==> src/hdl/flash_status_cfg.svh <==
`ifndef FLASH_STATUS_CFG_SVH
`define FLASH_STATUS_CFG_SVH

// opcodes
`define OP_READ_STATUS   8'h05
`define OP_WRITE_STATUS  8'h01
`define OP_WRITE_STATUS2 8'h31
`define OP_WRITE_ENABLE  8'h06
`define OP_WRITE_DISABLE 8'h04
`define OP_PAGE_PROGRAM  8'h02
`define OP_OTP_PROGRAM   8'h9B
`define OP_ERASE_4K      8'h20
`define OP_ERASE_32K     8'h52
`define OP_CHIP_ERASE    8'h60
`define OP_SW_RESET      8'hF0

// status byte one fields
`define S1_LOCK_BIT    7
`define S1_ERROR_BIT   5
`define S1_PIN_BIT     4
`define S1_PROTECT_BIT 2
`define S1_LATCH_BIT   1
`define S_BUSY_BIT     0
// status byte two fields
`define S2_RST_EN_BIT  4

// counts and reset values
`define BIT_LAST     3'h7
`define BIT_FIRST    3'h0
`define RD_FIRST     4'h0
`define RD_STEP      4'h1
`define BIT_STEP     3'h1
`define BYTE_ZERO    8'h00
`define WORD_ZERO    16'h0000
`define RD_SECOND    4'h8
`define RD_LAST      4'hF

// idle levels of synchronised pins {cs_n, sck, si, wp_n} and of {cs_n, sck}
`define PIN_IDLE     4'h9
`define EDGE_IDLE    2'h2

`endif

==> src/hdl/flash_status_pkg.sv <==
`default_nettype none
package flash_status_pkg;
  typedef logic [7:0]  byte_t;
  typedef logic [15:0] status_word_t;
  typedef enum logic [1:0] {
    PH_OPCODE = 2'b00,
    PH_DATA   = 2'b01,
    PH_EXTRA  = 2'b10
  } spi_phase_t;
endpackage
`default_nettype wire

==> src/hdl/pin_sync.sv <==
`timescale 1ns/100ps
`default_nettype none
// two-stage synchroniser for asynchronous pins
module pin_sync #(
  parameter int WIDTH = 1
) (
  // clock and reset
  input  wire logic             clk,
  input  wire logic             resetn,
  // pins and synchronised copies
  input  wire logic [WIDTH-1:0] pin_in,
  input  wire logic [WIDTH-1:0] reset_level,
  output logic      [WIDTH-1:0] pin_sync_out
);
  logic [WIDTH-1:0] stage1_reg;
  logic [WIDTH-1:0] stage2_reg;
  logic [1:0]       fill_reg;

  always_ff @(posedge clk or negedge resetn) begin
    if (!resetn) begin
      stage1_reg <= '0;
      stage2_reg <= '0;
      fill_reg   <= '0;
    end else begin
      stage1_reg <= pin_in;
      stage2_reg <= stage1_reg;
      fill_reg   <= {fill_reg[0], 1'b1};
    end
  end

  // idle level until the chain has filled
  assign pin_sync_out = fill_reg[1] ? stage2_reg : reset_level;
endmodule
`default_nettype wire

==> src/hdl/edge_detect.sv <==
`timescale 1ns/100ps
`default_nettype none
// rise and fall pulses of synchronised levels
module edge_detect #(
  parameter int WIDTH = 1
) (
  // clock and reset
  input  wire logic             clk,
  input  wire logic             resetn,
  // level in, one-cycle pulses out
  input  wire logic [WIDTH-1:0] level_in,
  input  wire logic [WIDTH-1:0] reset_level,
  output logic      [WIDTH-1:0] rise,
  output logic      [WIDTH-1:0] fall
);
  logic [WIDTH-1:0] last_reg;
  logic             primed_reg;

  always_ff @(posedge clk or negedge resetn) begin
    if (!resetn) begin
      last_reg   <= '0;
      primed_reg <= 1'b0;
    end else begin
      last_reg   <= level_in;
      primed_reg <= 1'b1;
    end
  end

  wire [WIDTH-1:0] last_level = primed_reg ? last_reg : reset_level;
  assign rise = level_in & ~last_level;
  assign fall = ~level_in & last_level;
endmodule
`default_nettype wire

==> src/hdl/flash_status_regs.sv <==
`timescale 1ns/100ps
`default_nettype none
`include "flash_status_cfg.svh"

// Notes on behaviour
// - status readable anytime, even while busy
// - status is two bytes, both read
// - opcode 05h then status on every clock
// - byte one msb first, then byte two, repeat
// - live status sampled each repetition
// - chip select high ends read, output off
// - lock and wp asserted freeze array protect
// - protection lock clears at power-up
// - wp asserted: lock may only rise
// - write status alters only bits 7, 2
// - error flag set on failed program/erase
// - protection aborts leave error flag alone
// - byte one bit 4 mirrors wp pin
// - array protect rejects program and erase
// - clear latch refuses write commands
// - qualifying command end clears enable latch
// - partial opcode abort keeps enable latch
// - busy bit in both bytes while running
// - reset enable gates software reset
// - software reset keeps reset enable
// - 01h data carries lock and protect
// - 31h data bit 4 carries reset enable
module flash_status_regs (
  // clock and reset
  input  wire logic                   clk,
  input  wire logic                   resetn,
  // spi pins
  input  wire logic                   cs_n,
  input  wire logic                   sck,
  input  wire logic                   si,
  output logic                        so,
  output logic                        so_oe,
  // write protect pin
  input  wire logic                   wp_n,
  // program and erase engine
  input  wire logic                   engine_busy,
  input  wire logic                   op_end,
  input  wire logic                   op_fail,
  input  wire logic                   hold_abort,
  output logic                        prog_req,
  output flash_status_pkg::byte_t     prog_opcode,
  output logic                        sw_reset
);
  import flash_status_pkg::*;

  logic       cs_n_s;
  logic       sck_s;
  logic       si_s;
  logic       wp_n_s;
  logic [1:0] rise_pulse;
  logic [1:0] fall_pulse;

  pin_sync #(.WIDTH(4)) u_sync (
    .clk          (clk),
    .resetn       (resetn),
    .pin_in       ({cs_n, sck, si, wp_n}),
    .reset_level  (`PIN_IDLE),
    .pin_sync_out ({cs_n_s, sck_s, si_s, wp_n_s})
  );

  edge_detect #(.WIDTH(2)) u_edge (
    .clk         (clk),
    .resetn      (resetn),
    .level_in    ({cs_n_s, sck_s}),
    .reset_level (`EDGE_IDLE),
    .rise        (rise_pulse),
    .fall        (fall_pulse)
  );

  // state
  spi_phase_t   phase_reg;
  logic [2:0]   bit_cnt_reg;
  byte_t        shift_reg;
  byte_t        opcode_reg;
  byte_t        data_reg;
  logic [3:0]   rd_cnt_reg;
  status_word_t snap_reg;
  logic         so_reg;
  logic         so_oe_reg;
  logic         lock_reg;
  logic         protect_reg;
  logic         err_reg;
  logic         latch_reg;
  logic         reset_en_reg;
  logic         prog_req_reg;
  byte_t        prog_opcode_reg;
  logic         sw_reset_reg;

  // decode
  wire   cs_active  = ~cs_n_s;
  wire   cs_end     = rise_pulse[1];
  wire   sck_rise   = rise_pulse[0] & cs_active;
  wire   sck_fall   = fall_pulse[0] & cs_active;
  wire   wp_active  = ~wp_n_s;
  byte_t shift_next;
  assign shift_next = {shift_reg[6:0], si_s};
  wire   byte_done  = sck_rise & (bit_cnt_reg == `BIT_LAST);
  wire   have_op    = phase_reg != PH_OPCODE;
  wire   have_data  = phase_reg == PH_EXTRA;
  wire   whole      = bit_cnt_reg == `BIT_FIRST;
  wire   reading    = have_op & (opcode_reg == `OP_READ_STATUS) & cs_active;
  wire   is_ws      = opcode_reg == `OP_WRITE_STATUS;
  wire   is_ws2     = opcode_reg == `OP_WRITE_STATUS2;
  wire   is_wren    = opcode_reg == `OP_WRITE_ENABLE;
  wire   is_wrdi    = opcode_reg == `OP_WRITE_DISABLE;
  wire   is_rst     = opcode_reg == `OP_SW_RESET;
  wire   is_prog    = (opcode_reg == `OP_PAGE_PROGRAM) | (opcode_reg == `OP_OTP_PROGRAM)
                    | (opcode_reg == `OP_ERASE_4K) | (opcode_reg == `OP_ERASE_32K)
                    | (opcode_reg == `OP_CHIP_ERASE);
  wire   qualifying = is_ws | is_ws2 | is_prog;
  // write status with its full data byte and the latch set
  wire   ws_valid   = cs_end & have_data & whole & latch_reg & ~engine_busy;
  wire   lock_drop  = wp_active & lock_reg & ~data_reg[`S1_LOCK_BIT];
  wire   ws_take    = ws_valid & is_ws & ~lock_drop;
  wire   ws2_take   = ws_valid & is_ws2;
  wire   bp_frozen  = lock_reg & wp_active;
  wire   latch_clr  = (cs_end & have_op & (qualifying | is_wrdi)) | hold_abort
                    | sw_reset_reg;
  wire   latch_set  = cs_end & have_op & ~have_data & whole & is_wren;
  wire   prog_go    = cs_end & have_op & whole & is_prog & latch_reg & ~protect_reg
                    & ~engine_busy;
  wire   rst_go     = cs_end & have_op & whole & is_rst & reset_en_reg;

  // live status, reserved bits zero
  byte_t        status_one;
  byte_t        status_two;
  status_word_t live_word;
  always_comb begin
    status_one                  = `BYTE_ZERO;
    status_two                  = `BYTE_ZERO;
    status_one[`S1_LOCK_BIT]    = lock_reg;
    status_one[`S1_ERROR_BIT]   = err_reg;
    status_one[`S1_PIN_BIT]     = wp_n_s;
    status_one[`S1_PROTECT_BIT] = protect_reg;
    status_one[`S1_LATCH_BIT]   = latch_reg;
    status_one[`S_BUSY_BIT]     = engine_busy;
    status_two[`S2_RST_EN_BIT]  = reset_en_reg;
    status_two[`S_BUSY_BIT]     = engine_busy;
  end
  assign live_word = {status_one, status_two};

  // readout word: fresh sample at the start of each repetition
  wire          rd_start = rd_cnt_reg == `RD_FIRST;
  status_word_t rd_word;
  assign rd_word = rd_start ? live_word : snap_reg;
  wire   [3:0]  rd_index = `RD_LAST - rd_cnt_reg;

  // command framing
  always_ff @(posedge clk or negedge resetn) begin
    if (!resetn) begin
      phase_reg   <= PH_OPCODE;
      bit_cnt_reg <= `BIT_FIRST;
      shift_reg   <= `BYTE_ZERO;
      opcode_reg  <= `BYTE_ZERO;
      data_reg    <= `BYTE_ZERO;
    end else if (!cs_active) begin
      phase_reg   <= PH_OPCODE;
      bit_cnt_reg <= `BIT_FIRST;
    end else if (sck_rise) begin
      shift_reg   <= shift_next;
      bit_cnt_reg <= bit_cnt_reg + `BIT_STEP;
      if (byte_done) begin
        unique case (phase_reg)
          PH_OPCODE: begin
            opcode_reg <= shift_next;
            phase_reg  <= PH_DATA;
          end
          PH_DATA: begin
            data_reg  <= shift_next;
            phase_reg <= PH_EXTRA;
          end
          PH_EXTRA: begin
            phase_reg <= PH_EXTRA;
          end
          default: begin
            phase_reg <= PH_OPCODE;
          end
        endcase
      end
    end
  end

  // status shift-out on falling sck
  always_ff @(posedge clk or negedge resetn) begin
    if (!resetn) begin
      rd_cnt_reg <= `RD_FIRST;
      snap_reg   <= `WORD_ZERO;
      so_reg     <= 1'b0;
      so_oe_reg  <= 1'b0;
    end else if (!reading) begin
      rd_cnt_reg <= `RD_FIRST;
      so_oe_reg  <= 1'b0;
    end else if (sck_fall) begin
      snap_reg   <= rd_word;
      so_reg     <= rd_word[rd_index];
      so_oe_reg  <= 1'b1;
      rd_cnt_reg <= rd_cnt_reg + `RD_STEP;
    end
  end

  // protection bits
  always_ff @(posedge clk or negedge resetn) begin
    if (!resetn) begin
      lock_reg    <= 1'b0;
      protect_reg <= 1'b0;
    end else if (ws_take) begin
      lock_reg    <= data_reg[`S1_LOCK_BIT];
      protect_reg <= bp_frozen ? protect_reg : data_reg[`S1_PROTECT_BIT];
    end
  end

  // error flag updated only by the engine
  always_ff @(posedge clk or negedge resetn) begin
    if (!resetn) begin
      err_reg <= 1'b0;
    end else if (op_end) begin
      err_reg <= op_fail;
    end
  end

  // enable latch; set wins over clear
  always_ff @(posedge clk or negedge resetn) begin
    if (!resetn) begin
      latch_reg <= 1'b0;
    end else if (latch_set) begin
      latch_reg <= 1'b1;
    end else if (latch_clr) begin
      latch_reg <= 1'b0;
    end
  end

  // reset enable, untouched by software reset
  always_ff @(posedge clk or negedge resetn) begin
    if (!resetn) begin
      reset_en_reg <= 1'b0;
    end else if (ws2_take) begin
      reset_en_reg <= data_reg[`S2_RST_EN_BIT];
    end
  end

  // engine requests
  always_ff @(posedge clk or negedge resetn) begin
    if (!resetn) begin
      prog_req_reg    <= 1'b0;
      prog_opcode_reg <= `BYTE_ZERO;
      sw_reset_reg    <= 1'b0;
    end else begin
      prog_req_reg    <= prog_go;
      sw_reset_reg    <= rst_go;
      if (prog_go) begin
        prog_opcode_reg <= opcode_reg;
      end
    end
  end

  assign so          = so_reg;
  assign so_oe       = so_oe_reg;
  assign prog_req    = prog_req_reg;
  assign prog_opcode = prog_opcode_reg;
  assign sw_reset    = sw_reset_reg;
endmodule
`default_nettype wire

==> config.mk <==
export PLATFORM = sky130hd
export DESIGN_NAME = flash_status_regs
export DESIGN_NICKNAME = d
export VERILOG_FILES = /design/src/hdl/flash_status_pkg.sv /design/src/hdl/pin_sync.sv /design/src/hdl/edge_detect.sv /design/src/hdl/flash_status_regs.sv
export VERILOG_INCLUDE_DIRS = /design/src /design/src/hdl
export SDC_FILE = /design/constraint.sdc
export NUM_CORES = 1
export LEC_CHECK = 0
export ABC_AREA = 1
export BUFFER_PORTS_ARGS = -buffer_cell sky130_fd_sc_hd__buf_2
export CAP_MARGIN = 20
export CORE_ASPECT_RATIO = 0.7
export CORE_MARGIN = 2
export CORE_UTILIZATION = 40
export DETAILED_ROUTE_END_ITERATION = 12
export HOLD_SLACK_MARGIN = 0.15
export PLACE_DENSITY = 0.56
export SLEW_MARGIN = 20
export SYNTH_ARGS = -nofsm -noshare
export SYNTH_HDL_FRONTEND = slang
export SYNTH_HIERARCHICAL = 1
export SYNTH_SLANG_ARGS = --single-unit
==> constraint.sdc <==
create_clock -name clk -period 1.9 [get_ports clk]
set_clock_uncertainty 0.1 [all_clocks]
set_input_delay 0.19 -clock clk [delete_from_list [all_inputs] [get_ports clk]]
set_output_delay 0.19 -clock clk [all_outputs]
set_load 0.005 [all_outputs]
## Yosys cells after proc, flatten, opt, wreduce, memory -nomap -nowiden

Cells that the tools add are included.

| storage, ports and cells | value |
|---|---|
| bits in registers | 78 |
| input port bits | 10 |
| logic and storage cells | 119 |

| operators by class | value |
|---|---|
| add/subtract/negate cells | 3 |
| $lt $le $gt $ge | 1 |
| equality and inequality tests | 15 |
| mux-type cells | 17 |
| bitwise operators | 47 |
| reductions and logical operators | 14 |

Operators by type and width:

| cell | number |
|---|---|
| AND 1 bit | 27 |
| equality test 8 x 3 -> 1 bit (second input constant) | 3 |
| equality test 8 x 6 -> 1 bit (second input constant) | 2 |
| equality test 8 x 7 -> 1 bit (second input constant) | 2 |
| equality test 8 bit (second input constant) | 2 |
| two-way mux 16 bit | 1 |
| two-way mux 4 bit | 3 |
| inverter 1 bit | 9 |
| OR 1 bit | 9 |
| equality test 8 x 1 -> 1 bit (second input constant) | 1 |
| equality test 8 x 2 -> 1 bit (second input constant) | 1 |
| two-way mux 2 bit | 4 |
| AND reduction 2 bit | 4 |
| AND reduction 4 bit | 2 |
| nonzero test 2 bit | 4 |
| two-way mux 3 bit | 2 |
| less-than comparator 4 x 5 -> 1 bit (second input constant) | 1 |
| two-way mux 1 bit | 5 |
| adder 4 x 1 -> 4 bit (second input constant) | 1 |
| binary-select mux 1 bit (select 4 bit) | 1 |
| logical NOT 4 bit | 1 |
| one-hot mux 2 bit (2 select lines) | 1 |
| subtractor 4 bit (first input constant) | 1 |
| adder 3 x 1 -> 3 bit (second input constant) | 1 |
| 9 further kinds | 9 |

## Logic depth before layout (Yosys ltp)

Gate-level depths: netlist (run 1).

| depth | value |
|---|---|
| depth in word-level cells | 12 |
| depth in mapped cells | 13 |

## Cells and area by module

Netlist (run 1), hierarchy kept.

Modules (own cells, without submodules):

| module | instances | cells an instance | area each (µm²) | sequential area each (µm²) |
|---|---|---|---|---|
| flash_status_regs | 1 | 334 | 2839.0 | 1501.4 |
| pin_sync | 1 | 24 | 302.8 | 250.2 |
| edge_detect | 1 | 27 | 175.2 | 75.1 |

## Worst setup path after synthesis (run 1)

No wires, ideal clock.

| timing path | value |
|---|---|
| kind | flip-flop to flip-flop |
| start | register u_sync.fill_reg[1] |
| end | register prog_opcode_reg[0] (netlist: prog_opcode[0]) |
| library setup time | 0.123 ns |
| arrival time | 1.735 ns |
| data required time | 1.677 ns |
| setup slack | -0.058 ns |
| cell stages (with the launch flop) | 13 |
| buffers on the path | 0 |
| period minus slack after synthesis | 1.958 ns |
| cell sequence | dfrtp_1 > inv_2 > nand2_1 > nand2_1 > inv_1 > nor2_2 > inv_1 > nor2_1 > nand2_1 > nor4_1 > nand2_2 > nor2_1 > nor2_1 |

| between the ends | value |
|---|---|
| word-level cells in the longest chain between the ends | 8 |

Ends and longest elaborated chain:

| element | RTL line | RTL |
|---|---|---|
| from (decl) | pin_sync.sv:17 | `logic [1:0] fill_reg;` |
| from (signal assigned) | pin_sync.sv:27 | `fill_reg <= {fill_reg[0], 1'b1};` |
| two-way mux 4 bit | pin_sync.sv:32 | `assign pin_sync_out = fill_reg[1] ? stage2_reg : reset_level;` |
| via cs_n_s | flash_status_regs.sv:51 | `logic cs_n_s;` |
| AND 2 bit | edge_detect.sv:30 | `assign rise = level_in & ~last_level;` |
| via rise_pulse[1] | flash_status_regs.sv:55 | `logic [1:0] rise_pulse;` |
| AND 1 bit (5 in series) | flash_status_regs.sv:125 | `wire prog_go = cs_end & have_op & whole & is_prog & latch_reg & ~protect_reg` |
| AND 1 bit | flash_status_regs.sv:126 | `& ~engine_busy;` |
| to (signal assigned) | flash_status_regs.sv:250 | `` prog_opcode_reg <= `BYTE_ZERO; `` |
| to (signal assigned) | flash_status_regs.sv:256 | `prog_opcode_reg <= opcode_reg;` |
| to (decl) | flash_status_regs.sv:91 | `byte_t prog_opcode_reg;` |

The timed path passes the listed nets, and every way through them passes these cells.
A chain may end at the register's enable or synchronous reset.

## Worst setup path in the final report (run 1)

| timing path | value |
|---|---|
| start | register bit_cnt_reg[0] |
| end | register prog_opcode_reg[0] (netlist: prog_opcode[0]) |

| between the ends | value |
|---|---|
| word-level cells in the longest chain between the ends | 6 |

Ends and longest elaborated chain:

| element | RTL line | RTL |
|---|---|---|
| from (decl) | flash_status_regs.sv:77 | `logic [2:0] bit_cnt_reg;` |
| from (signal assigned) | flash_status_regs.sv:157 | `` bit_cnt_reg <= `BIT_FIRST; `` |
| from (signal assigned) | flash_status_regs.sv:163 | `` bit_cnt_reg <= `BIT_FIRST; `` |
| from (signal assigned) | flash_status_regs.sv:166 | `` bit_cnt_reg <= bit_cnt_reg + `BIT_STEP; `` |
| logical NOT 3 bit (no source line) | - |  |
| AND 1 bit (4 in series) | flash_status_regs.sv:125 |  |
| AND 1 bit | flash_status_regs.sv:126 |  |
| via prog_go | flash_status_regs.sv:125 |  |

The timed path passes the listed nets, and every way through them passes these cells.

==> impl_metrics.csv, run 1 <==
group,metric,value,unit
outcome,status,"finished clean",
timing,setup_slack,0.002682,ns
clocking,cts_buffers,9,
global_routing,grt_max_degree,36,
floorplanning,die_x,112.4,µm
route,wl_per_cell,12.49,µm
floorplanning,ios,22,
clocking,cts_tree,"yes",
route,num_vias,2552,
worst_setup_path,worstSetupStartpoint,"bit_cnt_reg[0]",
power_and_ir_drop,pwr-share-comb,7.0,%
final_layout,fillers,734,
floorplanning,die_h,79.90,µm
route,drt_first_iter_violations,131,
final_layout,nets,460,
yosys,yosys_warnings,6,
power_and_ir_drop,p_sw,756.9,µW
power_and_ir_drop,switching_share,22.70,%
clocking,cts.htree.levels,3,
timing,rsz0062_at_grt,"yes",
final_layout,final_cell_mix,"nand2_1, dfrtp_1, inv_1",
timing,final-setup-viol-count,0,
worst_setup_path,start_kind,"register",
clocking,cts-root-buf,"clkbuf_16",
power_and_ir_drop,total_power,3.334,mW
power_and_ir_drop,power_leakage,2.063,nW
global_routing,grt_pass1_wl,11630,µm
placement,dp_slack,-0.01238,ns
floorplanning,coreArea,7939,µm²
worst_setup_path,cp_max_fo,5,
global_routing,grt_pass1_vias,2380,
clocking,cts_sinks,73,
worst_setup_path,critPathArrivalTime,2.05,ns
power_and_ir_drop,power.internal,2.578,mW
final_layout,final_common_cell,"nand2_1",
route,route.detailed.drc,0,
clocking,clkLatencyLatePin,0.33,ns
worst_hold_path,min_path_type,"input port to register",
power_and_ir_drop,p_clk_share,43.5,%
route,wirelength,6818,µm
route,vias_per_cell,4.674,
placement,io_buffers,21,
timing,layout_min_cycle_time,1.897,ns
worst_hold_path,holdCritStartpoint,"engine_busy",
power_and_ir_drop,seq_power_share,49.5,%
placement,hpwl,4850,µm
power_and_ir_drop,powerDensity,814.5,nW/µm²
clocking,clock_path_buffers,2,
timing,fin_hold_ws,0.1885,ns
job,drv_cap,0,
timing,fmax,527.1,MHz
timing,final.period_utilization,99.86,%
yosys,syn_area,3292,µm²
placement,gp_congestion,0.8805,
worst_setup_path,setup.worst_path.end_class,"register",
floorplanning,initial_core_util,41.47,%
floorplanning,dieArea,8983,µm²
global_routing,grt_antenna_before_repair,0,
yosys,synthCells,379,
route,drt-pass1-iter-count,4,
final_layout,layout-area-overhead-vs-synth,24.36,%
final_layout,final_layout_size_suffix_gt1_share,20.67,%
timing,hold_viol,0,
worst_setup_path,worstSetupPathType,"register to register",
worst_setup_path,r2r-start,"bit_cnt_reg[0]",
power_and_ir_drop,ir_worst_vdd,0.0005615,V
final_layout,num_antenna_cells,0,
global_routing,overflow,0,
timing,maxSlewViolCount,0,
floorplanning,rows,27,
worst_setup_path,required,2.05,ns
global_routing,grtUsageTotal,16.91,%
final_layout,largest_reg_flops,16,
route,antenna_left,0,
clocking,clkTransAtPathRegs,0.05,ns
yosys,synth.avg_cell_area,8.686,µm²
[power by group through the flow]
stage	registers (mW)	logic, mW	clock network (mW)
after floorplan	1.67	0.109	0
after global placement	1.68	0.202	0
after detailed placement	1.68	0.206	0
after CTS	1.65	0.222	1.50
after global routing	1.66	0.273	1.57
final	1.65	0.232	1.45
[metal layers]
metal	share of wire, %	wire length [µm]	vias to the layer above	track usage, %
li1	-	-	1324	-
met1	55	3777	1173	24.94
met2	39	2679	44	23.01
met3	3.7	254	11	5.011
met4	1.6	106	0	6.829
met5	0	0	-	0
[per-stage QoR]
stage / utilization [%] / setup TNS [ns] / cells / instance area, µm²
2_1_floorplan: - / 0 / 384 / 3317
3_3_place_gp: 46.19 / 0 / 519 / 3667
3_5_place_dp: 46.19 / -0.01238 / 519 / 3667
4_1_cts: 50.32 / 0 / 541 / 3995
5_1_grt: 51.57 / -0.4308 / 546 / 4094
6_report: 51.57 / 0 / 546 / 4094
[path summary, 6_finish.rpt]
path	slack, ns	to	cells after the start
setup / recovery	0.003	prog_opcode[0]	10
hold / removal	0.19	prog_opcode[5]	4
setup reg to reg	0.003	prog_opcode[0]	10
hold reg to reg	0.24	u_sync/fill_reg[1]	0
max in group asynchronous	0.91	snap_reg[1]	3
min in group asynchronous	0.26	u_sync/stage2_reg[1]	2
[timing repair]
| item | CTS | global route |
|---|---|---|
| cloned | 0 | 1 |
| hold buffers | 8 | 0 |
| resized for setup | 1 | 23 |
| buffers inserted | 0 | 4 |
| setup endpoints to repair | 3 | 21 |
| pin swaps | 0 | 6 |
| hold endpoints to repair | 79 | 0 |
[worst max-delay path, cell delays in order, from the launching register on]
cell and delay, ns:
dfrtp_1 0.38, inv_1 0.09, ha_1 0.15, inv_1 0.04, nor2_2 0.20, nand2_2 0.12, nor4_4 0.30, nand2_2 0.17
inv_4 0.12, nor2_2 0.03, nor2_1 0.11
[final cells by class]
type	count	area (µm²)	share of cell area [%]
sequential	73	1827	44.62
multi-input combinational	253	1325	32.37
timing repair buffer	50	357.8	8.741
clock buffer	13	240.2	5.868
inverter	55	212.7	5.196
tap	101	126.4	3.087
clock inverter	1	5.005	0.1222
No activity file was read; power rests on OpenSTA's default activity.
==> run 2, diff against run 1 <==
SYNTH_HIERARCHICAL = unset   (was 1)
==> run 2 against run 1 <==
Net effect: critical path depth down 1; highest routed layer unchanged; combinational power decreased by 38%; worst setup slack better by 0.10 ns; critical path type unchanged.
==> impl_metrics.csv, run 2 <==
group,metric,value,unit
worst_setup_path,required,2.07,ns
placement,io_buffers,21,
power_and_ir_drop,power_leakage,1.944,nW
timing,final.period_utilization,94.39,%
clocking,cts_buffers,9,
global_routing,grt_antenna_before_repair,0,
yosys,synth_flop_cell,"dfrtp_1",
worst_setup_path,cp_max_fo,13,
floorplanning,die_h,81.30,µm
yosys,yosys_warnings,0,
yosys,ys_seq_area_share,52.77,%
route,wl_per_cell,12.76,µm
final_layout,nets,449,
yosys,yosysTopAreaCell,"dfrtp_1",
yosys,syn_nets,405,
global_routing,grt_max_degree,38,
yosys,yosys-top-cells-count,"nand2_1, dfrtp_1, inv_1",
yosys,synthCells,386,
job,drv_cap,0,
yosys,synth.distinct_cells,33,
final_layout,final_area,4105,µm²
global_routing,grt_pass1_wl,12010,µm
route,wirelength,6879,µm
yosys,synth_most_common_cell,"nand2_1",
floorplanning,ios,22,
placement,hpwl,5058,µm
floorplanning,rows,28,
worst_hold_path,hold_depth,5,
yosys,synth_top_area_share,52.77,%
clocking,cts.htree.levels,3,
worst_setup_path,crit_chain,"inv_1, nand2_1, o22ai_1, nand2_1, nor3_1, nand2_4, inv_1, nand2_1, nand2_1",
timing,final-setup-viol-count,0,
yosys,ys_ff_latch,72,
route,drt_first_iter_violations,141,
outcome,status,"finished clean",
timing,hold_viol,0,
global_routing,grt.busiest_layer,"met1",
route,antenna_left,0,
yosys,async_reset_ff_share,100.0,%
timing,layout_min_cycle_time,1.793,ns
worst_setup_path,reg2reg_depth,9,
worst_setup_path,slowest_stage,"dfrtp_1",
yosys,synth.avg_cell_area,8.846,µm²
floorplanning,initial_core_util,40.78,%
route,num_vias,2534,
worst_setup_path,worstSetupPathType,"register to register",
final_layout,final_cell_mix,"nand2_1, dfrtp_1, inv_1",
clocking,cts_tree,"yes",
global_routing,grt_use_met1,24.77,%
floorplanning,coreArea,8373,µm²
global_routing,grt_pass1_vias,2431,
clocking,cts_sinks,72,
timing,setup_slack,0.1065,ns
floorplanning,die_x,114.4,µm
placement,place_area,3690,µm²
worst_setup_path,cp_common_cell,"nand2_1",
route,drt-pass1-iter-count,4,
worst_setup_path,cpPeakStageDelay,0.42,ns
yosys,ys_top_cells_by_area,"dfrtp_1, nand2_1, inv_1",
final_layout,largest_reg_flops,16,
global_routing,met3_usage,5.597,%
yosys,synth-edff-count,0,
timing,fmax,557.6,MHz
global_routing,grtUsageTotal,16.79,%
placement,dp_slack,0.09267,ns
worst_hold_path,min_path_type,"input port to register",
clocking,cts-root-buf,"clkbuf_16",
final_layout,fillers,810,
yosys,syn_area,3415,µm²
worst_setup_path,critPathArrivalTime,1.96,ns
power_and_ir_drop,ir_worst_vdd,0.0003923,V
timing,maxSlewViolCount,0,
final_layout,layout-area-overhead-vs-synth,20.23,%
route,vias_per_cell,4.701,
power_and_ir_drop,total_power,3.461,mW
floorplanning,dieArea,9303,µm²
final_layout,final_common_cell,"nand2_1",
clocking,clock_path_buffers,2,
clocking,clkLatencyLatePin,0.33,ns
power_and_ir_drop,powerDensity,843.1,nW/µm²
final_layout,num_antenna_cells,0,
clocking,clkTransAtPathRegs,0.06,ns
placement,gp_congestion,0.8333,
global_routing,overflow,0,
worst_setup_path,start_kind,"register",
global_routing,use_met2,22.72,%
worst_setup_path,setup.worst_path.end_class,"register",
final_layout,final_layout_size_suffix_gt1_share,22.35,%
route,route.detailed.drc,0,
## run 2: cell count changes in the layout (fill, tap and decap cells not counted), sizes merged, moves of 3 or more
cell / change
nand3: -4
nor2: -4
a21oi: -9
nor3: +3
conb: -8
o21ai: +12
nand2: +19
buf: -10
a21o: -6
## run 2: power breakdown
part / switching [mW] / internal (mW) / total (mW) / leakage, nW
clock network: 0.598 / 1.12 / 1.71 / 0.148
logic: 0.0981 / 0.0467 / 0.145 / 0.851
registers: 0.0231 / 1.58 / 1.60 / 0.945
total: 0.720 / 2.74 / 3.46 / 1.94
## run 2: timing repair
| item | CTS | global route |
|---|---|---|
| endpoints found under the hold margin | 78 | 0 |
| setup endpoints to repair | 0 | 18 |
| resized for setup | 0 | 6 |
| hold buffers | 8 | 0 |
| setup buffers | 0 | 0 |
## run 2: cell type report
type,instances,area [µm²],area share [%]
Clock buffer,13,270.3,6.583
Clock inverter,2,37.54,0.9144
Inverter,56,215.2,5.242
Multi-Input combinational cell,251,1365,33.25
Sequential cell,72,1803,43.92
Tap cell,105,131.4,3.200
Timing Repair Buffer,40,282.8,6.888
## run 2: cells by family after synthesis
| family | count (synthesis) | synth area share, % |
|---|---|---|
| fa+ha+maj | 9 | 3.298 |
| flops | 72 | 52.77 |
| compound gates | 53 | 10.19 |
| buf+inv | 63 | 8.025 |
| other cells | 1 | 0.1098 |
| simple gates | 188 | 25.61 |
## run 2: path summary, 6_finish.rpt
path	slack, ns	startpoint	end
min in group asynchronous	0.27	resetn	shift_reg[3]
max	0.11	opcode_reg[6]	prog_opcode[3]
max reg2reg	0.11	opcode_reg[6]	prog_opcode[3]
min reg2reg	0.25	u_sync.stage1_reg[3]	u_sync.stage2_reg[3]
min	0.24	engine_busy	lock_reg
max in group asynchronous	0.86	resetn	opcode_reg[7]
## run 2: per-stage QoR
step | setup TNS [ns] | hold slack [ns] | std cells | utilization, %
2_1_floorplan | 0 | -0.2056 | 386 | -
3_3_place_gp | 0 | 0.08853 | 516 | 44.07
3_5_place_dp | 0 | 0.09136 | 516 | 44.07
4_1_cts | 0 | 0.2182 | 539 | 48.70
5_1_grt | -0.01079 | 0.2479 | 539 | 49.03
6_report | 0 | 0.2385 | 539 | 49.03
## run 2: critical path, delay by kind of cell, from the launching register on
kind                   cells  cell delay, ns
flip-flops                 1            0.42
AND/OR/NAND/NOR            6            0.82
buffers and inverters      2            0.28
AO/OA/AOI/OAI              1            0.11
## run 2: metal layers
| metal | vias up | share of wire, % |
|---|---|---|
| met3 | 9 | 4.1 |
| met5 | - | 0 |
| li1 | 1301 | - |
| met2 | 39 | 40 |
| met4 | 0 | 1.3 |
| met1 | 1185 | 55 |
==> run 3, diff against run 2 <==
CTS_BUF_LIST = sky130_fd_sc_hd__clkbuf_8   (was unset)
==> run 3 against run 2 <==
Net effect: clock power down 27%; via count up 0.12%; sequential power about the same; largest power group is now sequential cells; first-iteration DRC count up 5.7%; global-route usage up 0.11 points; power down 14%; sequential share of layout area up 0.96 points; worst setup slack better by 0.057 ns; worst hold slack worse by 0.016 ns; register-to-register slack better by 0.06 ns; die area unchanged; clock-buffer cell count down 1; highest routed layer unchanged.
==> impl_metrics.csv, run 3 (synthesized netlist as in run 2, its figures left out) <==
group,metric,value,unit
outcome,status,"finished clean",
power_and_ir_drop,powerDensity,745.2,nW/µm²
global_routing,use_met2,22.31,%
worst_hold_path,min_path_type,"input port to register",
final_layout,num_antenna_cells,0,
clocking,clock_path_buffers,2,
floorplanning,rows,28,
floorplanning,dieArea,9303,µm²
worst_setup_path,worstSetupPathType,"register to register",
floorplanning,initial_core_util,40.78,%
timing,rsz0062_at_grt,"no",
global_routing,grt_use_met1,25.19,%
clocking,clkLatencyLatePin,0.35,ns
timing,fmax,575.9,MHz
route,route.detailed.drc,0,
clocking,cts_tree,"yes",
final_layout,final_common_cell,"nand2_1",
power_and_ir_drop,switching_share,22.35,%
final_layout,final_cell_mix,"nand2_1, dfrtp_1, inv_1",
floorplanning,ios,22,
final_layout,largest_reg_flops,16,
clocking,clkTransAtPathRegs,0.07,ns
timing,setup_tns,0,ns
worst_hold_path,hold_depth,5,
placement,hpwl,5058,µm
timing,layout_min_cycle_time,1.737,ns
worst_setup_path,reg2reg_depth,8,
floorplanning,coreArea,8373,µm²
clocking,cts_buffers,9,
power_and_ir_drop,power.internal,2.325,mW
floorplanning,die_x,114.4,µm
timing,final-setup-viol-count,0,
final_layout,final_layout_size_suffix_gt1_share,22.99,%
global_routing,grtUsageTotal,16.90,%
timing,final.period_utilization,91.40,%
worst_setup_path,required,2.03,ns
timing,hold_viol,0,
job,drv_cap,0,
clocking,cts-root-buf,"clkbuf_8",
final_layout,layout-area-overhead-vs-synth,17.66,%
global_routing,grt_pass1_wl,12000,µm
timing,maxSlewViolCount,0,
route,drt_first_iter_violations,149,
route,vias_per_cell,4.698,
global_routing,overflow,0,
route,num_vias,2537,
final_layout,nets,450,
worst_setup_path,start_kind,"register",
power_and_ir_drop,seq_power_share,53.4,%
power_and_ir_drop,pwr-share-comb,4.8,%
route,wirelength,6998,µm
global_routing,grt_max_degree,38,
global_routing,met3_usage,6.343,%
floorplanning,die_h,81.30,µm
power_and_ir_drop,power_leakage,1.904,nW
global_routing,grt_pass1_vias,2413,
power_and_ir_drop,p_clk_share,41.8,%
clocking,cts_sinks,72,
global_routing,grt.busiest_layer,"met1",
route,drt-pass1-iter-count,4,
power_and_ir_drop,ir_worst_vdd,0.0003413,V
worst_setup_path,critPathArrivalTime,1.87,ns
global_routing,grt_antenna_before_repair,0,
final_layout,finish.utilization,47.98,%
power_and_ir_drop,p_sw,669.0,µW
worst_setup_path,setup.worst_path.end_class,"register",
placement,gp_congestion,0.8333,
worst_setup_path,cp_max_fo,18,
placement,io_buffers,21,
clocking,cts.htree.levels,3,
route,wl_per_cell,12.96,µm
route,antenna_left,0,
-- run 3: worst paths after layout --
check / startpoint / endpoint / slack, ns
setup reg to reg: opcode_reg[7] / snap_reg[1] / 0.16
setup / recovery: opcode_reg[7] / snap_reg[1] / 0.16
min in group asynchronous: resetn / shift_reg[3] / 0.25
hold reg to reg: u_sync.stage1_reg[3] / u_sync.stage2_reg[3] / 0.25
max in group asynchronous: resetn / snap_reg[0] / 0.88
hold / removal: engine_busy / snap_reg[8] / 0.22
-- run 3: metal layers --
metal / up-vias / wire, µm
li1: 1304 / -
met1: 1171 / 3805
met2: 51 / 2717
met3: 11 / 368
met4: 0 / 107
met5: - / 0
-- run 3: critical path, stage by stage (launching register included) --
cell,delay [ns]
dfrtp_2,0.45
nor2_2,0.15
nand3_2,0.11
nor3_4,0.17
nand2_2,0.11
inv_4,0.12
nand2_8,0.12
nor2_4,0.22
nor2_1,0.07
-- run 3: per-stage QoR --
stage          total power [mW]  hold slack, ns  setup WS [ns]  std cells  instance area, µm²
4_1_cts                   3.040          0.1881        0.07295        539                3976
3_3_place_gp              1.758         0.08853        0.08912        516                3690
2_1_floorplan             1.688         -0.2056        0.08445        386                3415
3_5_place_dp              1.764         0.09136        0.09267        516                3690
5_1_grt                   3.146          0.2333       0.001357        540                4018
6_report                  2.994          0.2220         0.1634        540                4018
-- run 3: what timing repair did --
item                                    4_1_cts  5_1_grt
setup buffers                                 0        0
endpoints found under the setup margin        0       17
endpoints found under the hold margin        78        0
hold buffers                                  8        0
resized for setup                             0        9
-- run 3: power by group through the flow --
stage | Combinational [mW] | Clock [mW] | Sequential, mW
after floorplan | 0.0653 | 0 | 1.62
after global placement | 0.131 | 0 | 1.63
after detailed placement | 0.135 | 0 | 1.63
after CTS | 0.149 | 1.29 | 1.60
after global routing | 0.170 | 1.37 | 1.60
final | 0.145 | 1.25 | 1.60
-- run 3: layout make-up --
cell class,instances,area [µm²]
clock inverters,3,41.29
multi-input cells,252,1378
well taps,105,131.4
inverters,56,216.5
clock buffers,12,165.2
flip-flops and latches,72,1803
fillers,825,4355
repair buffers,40,282.8
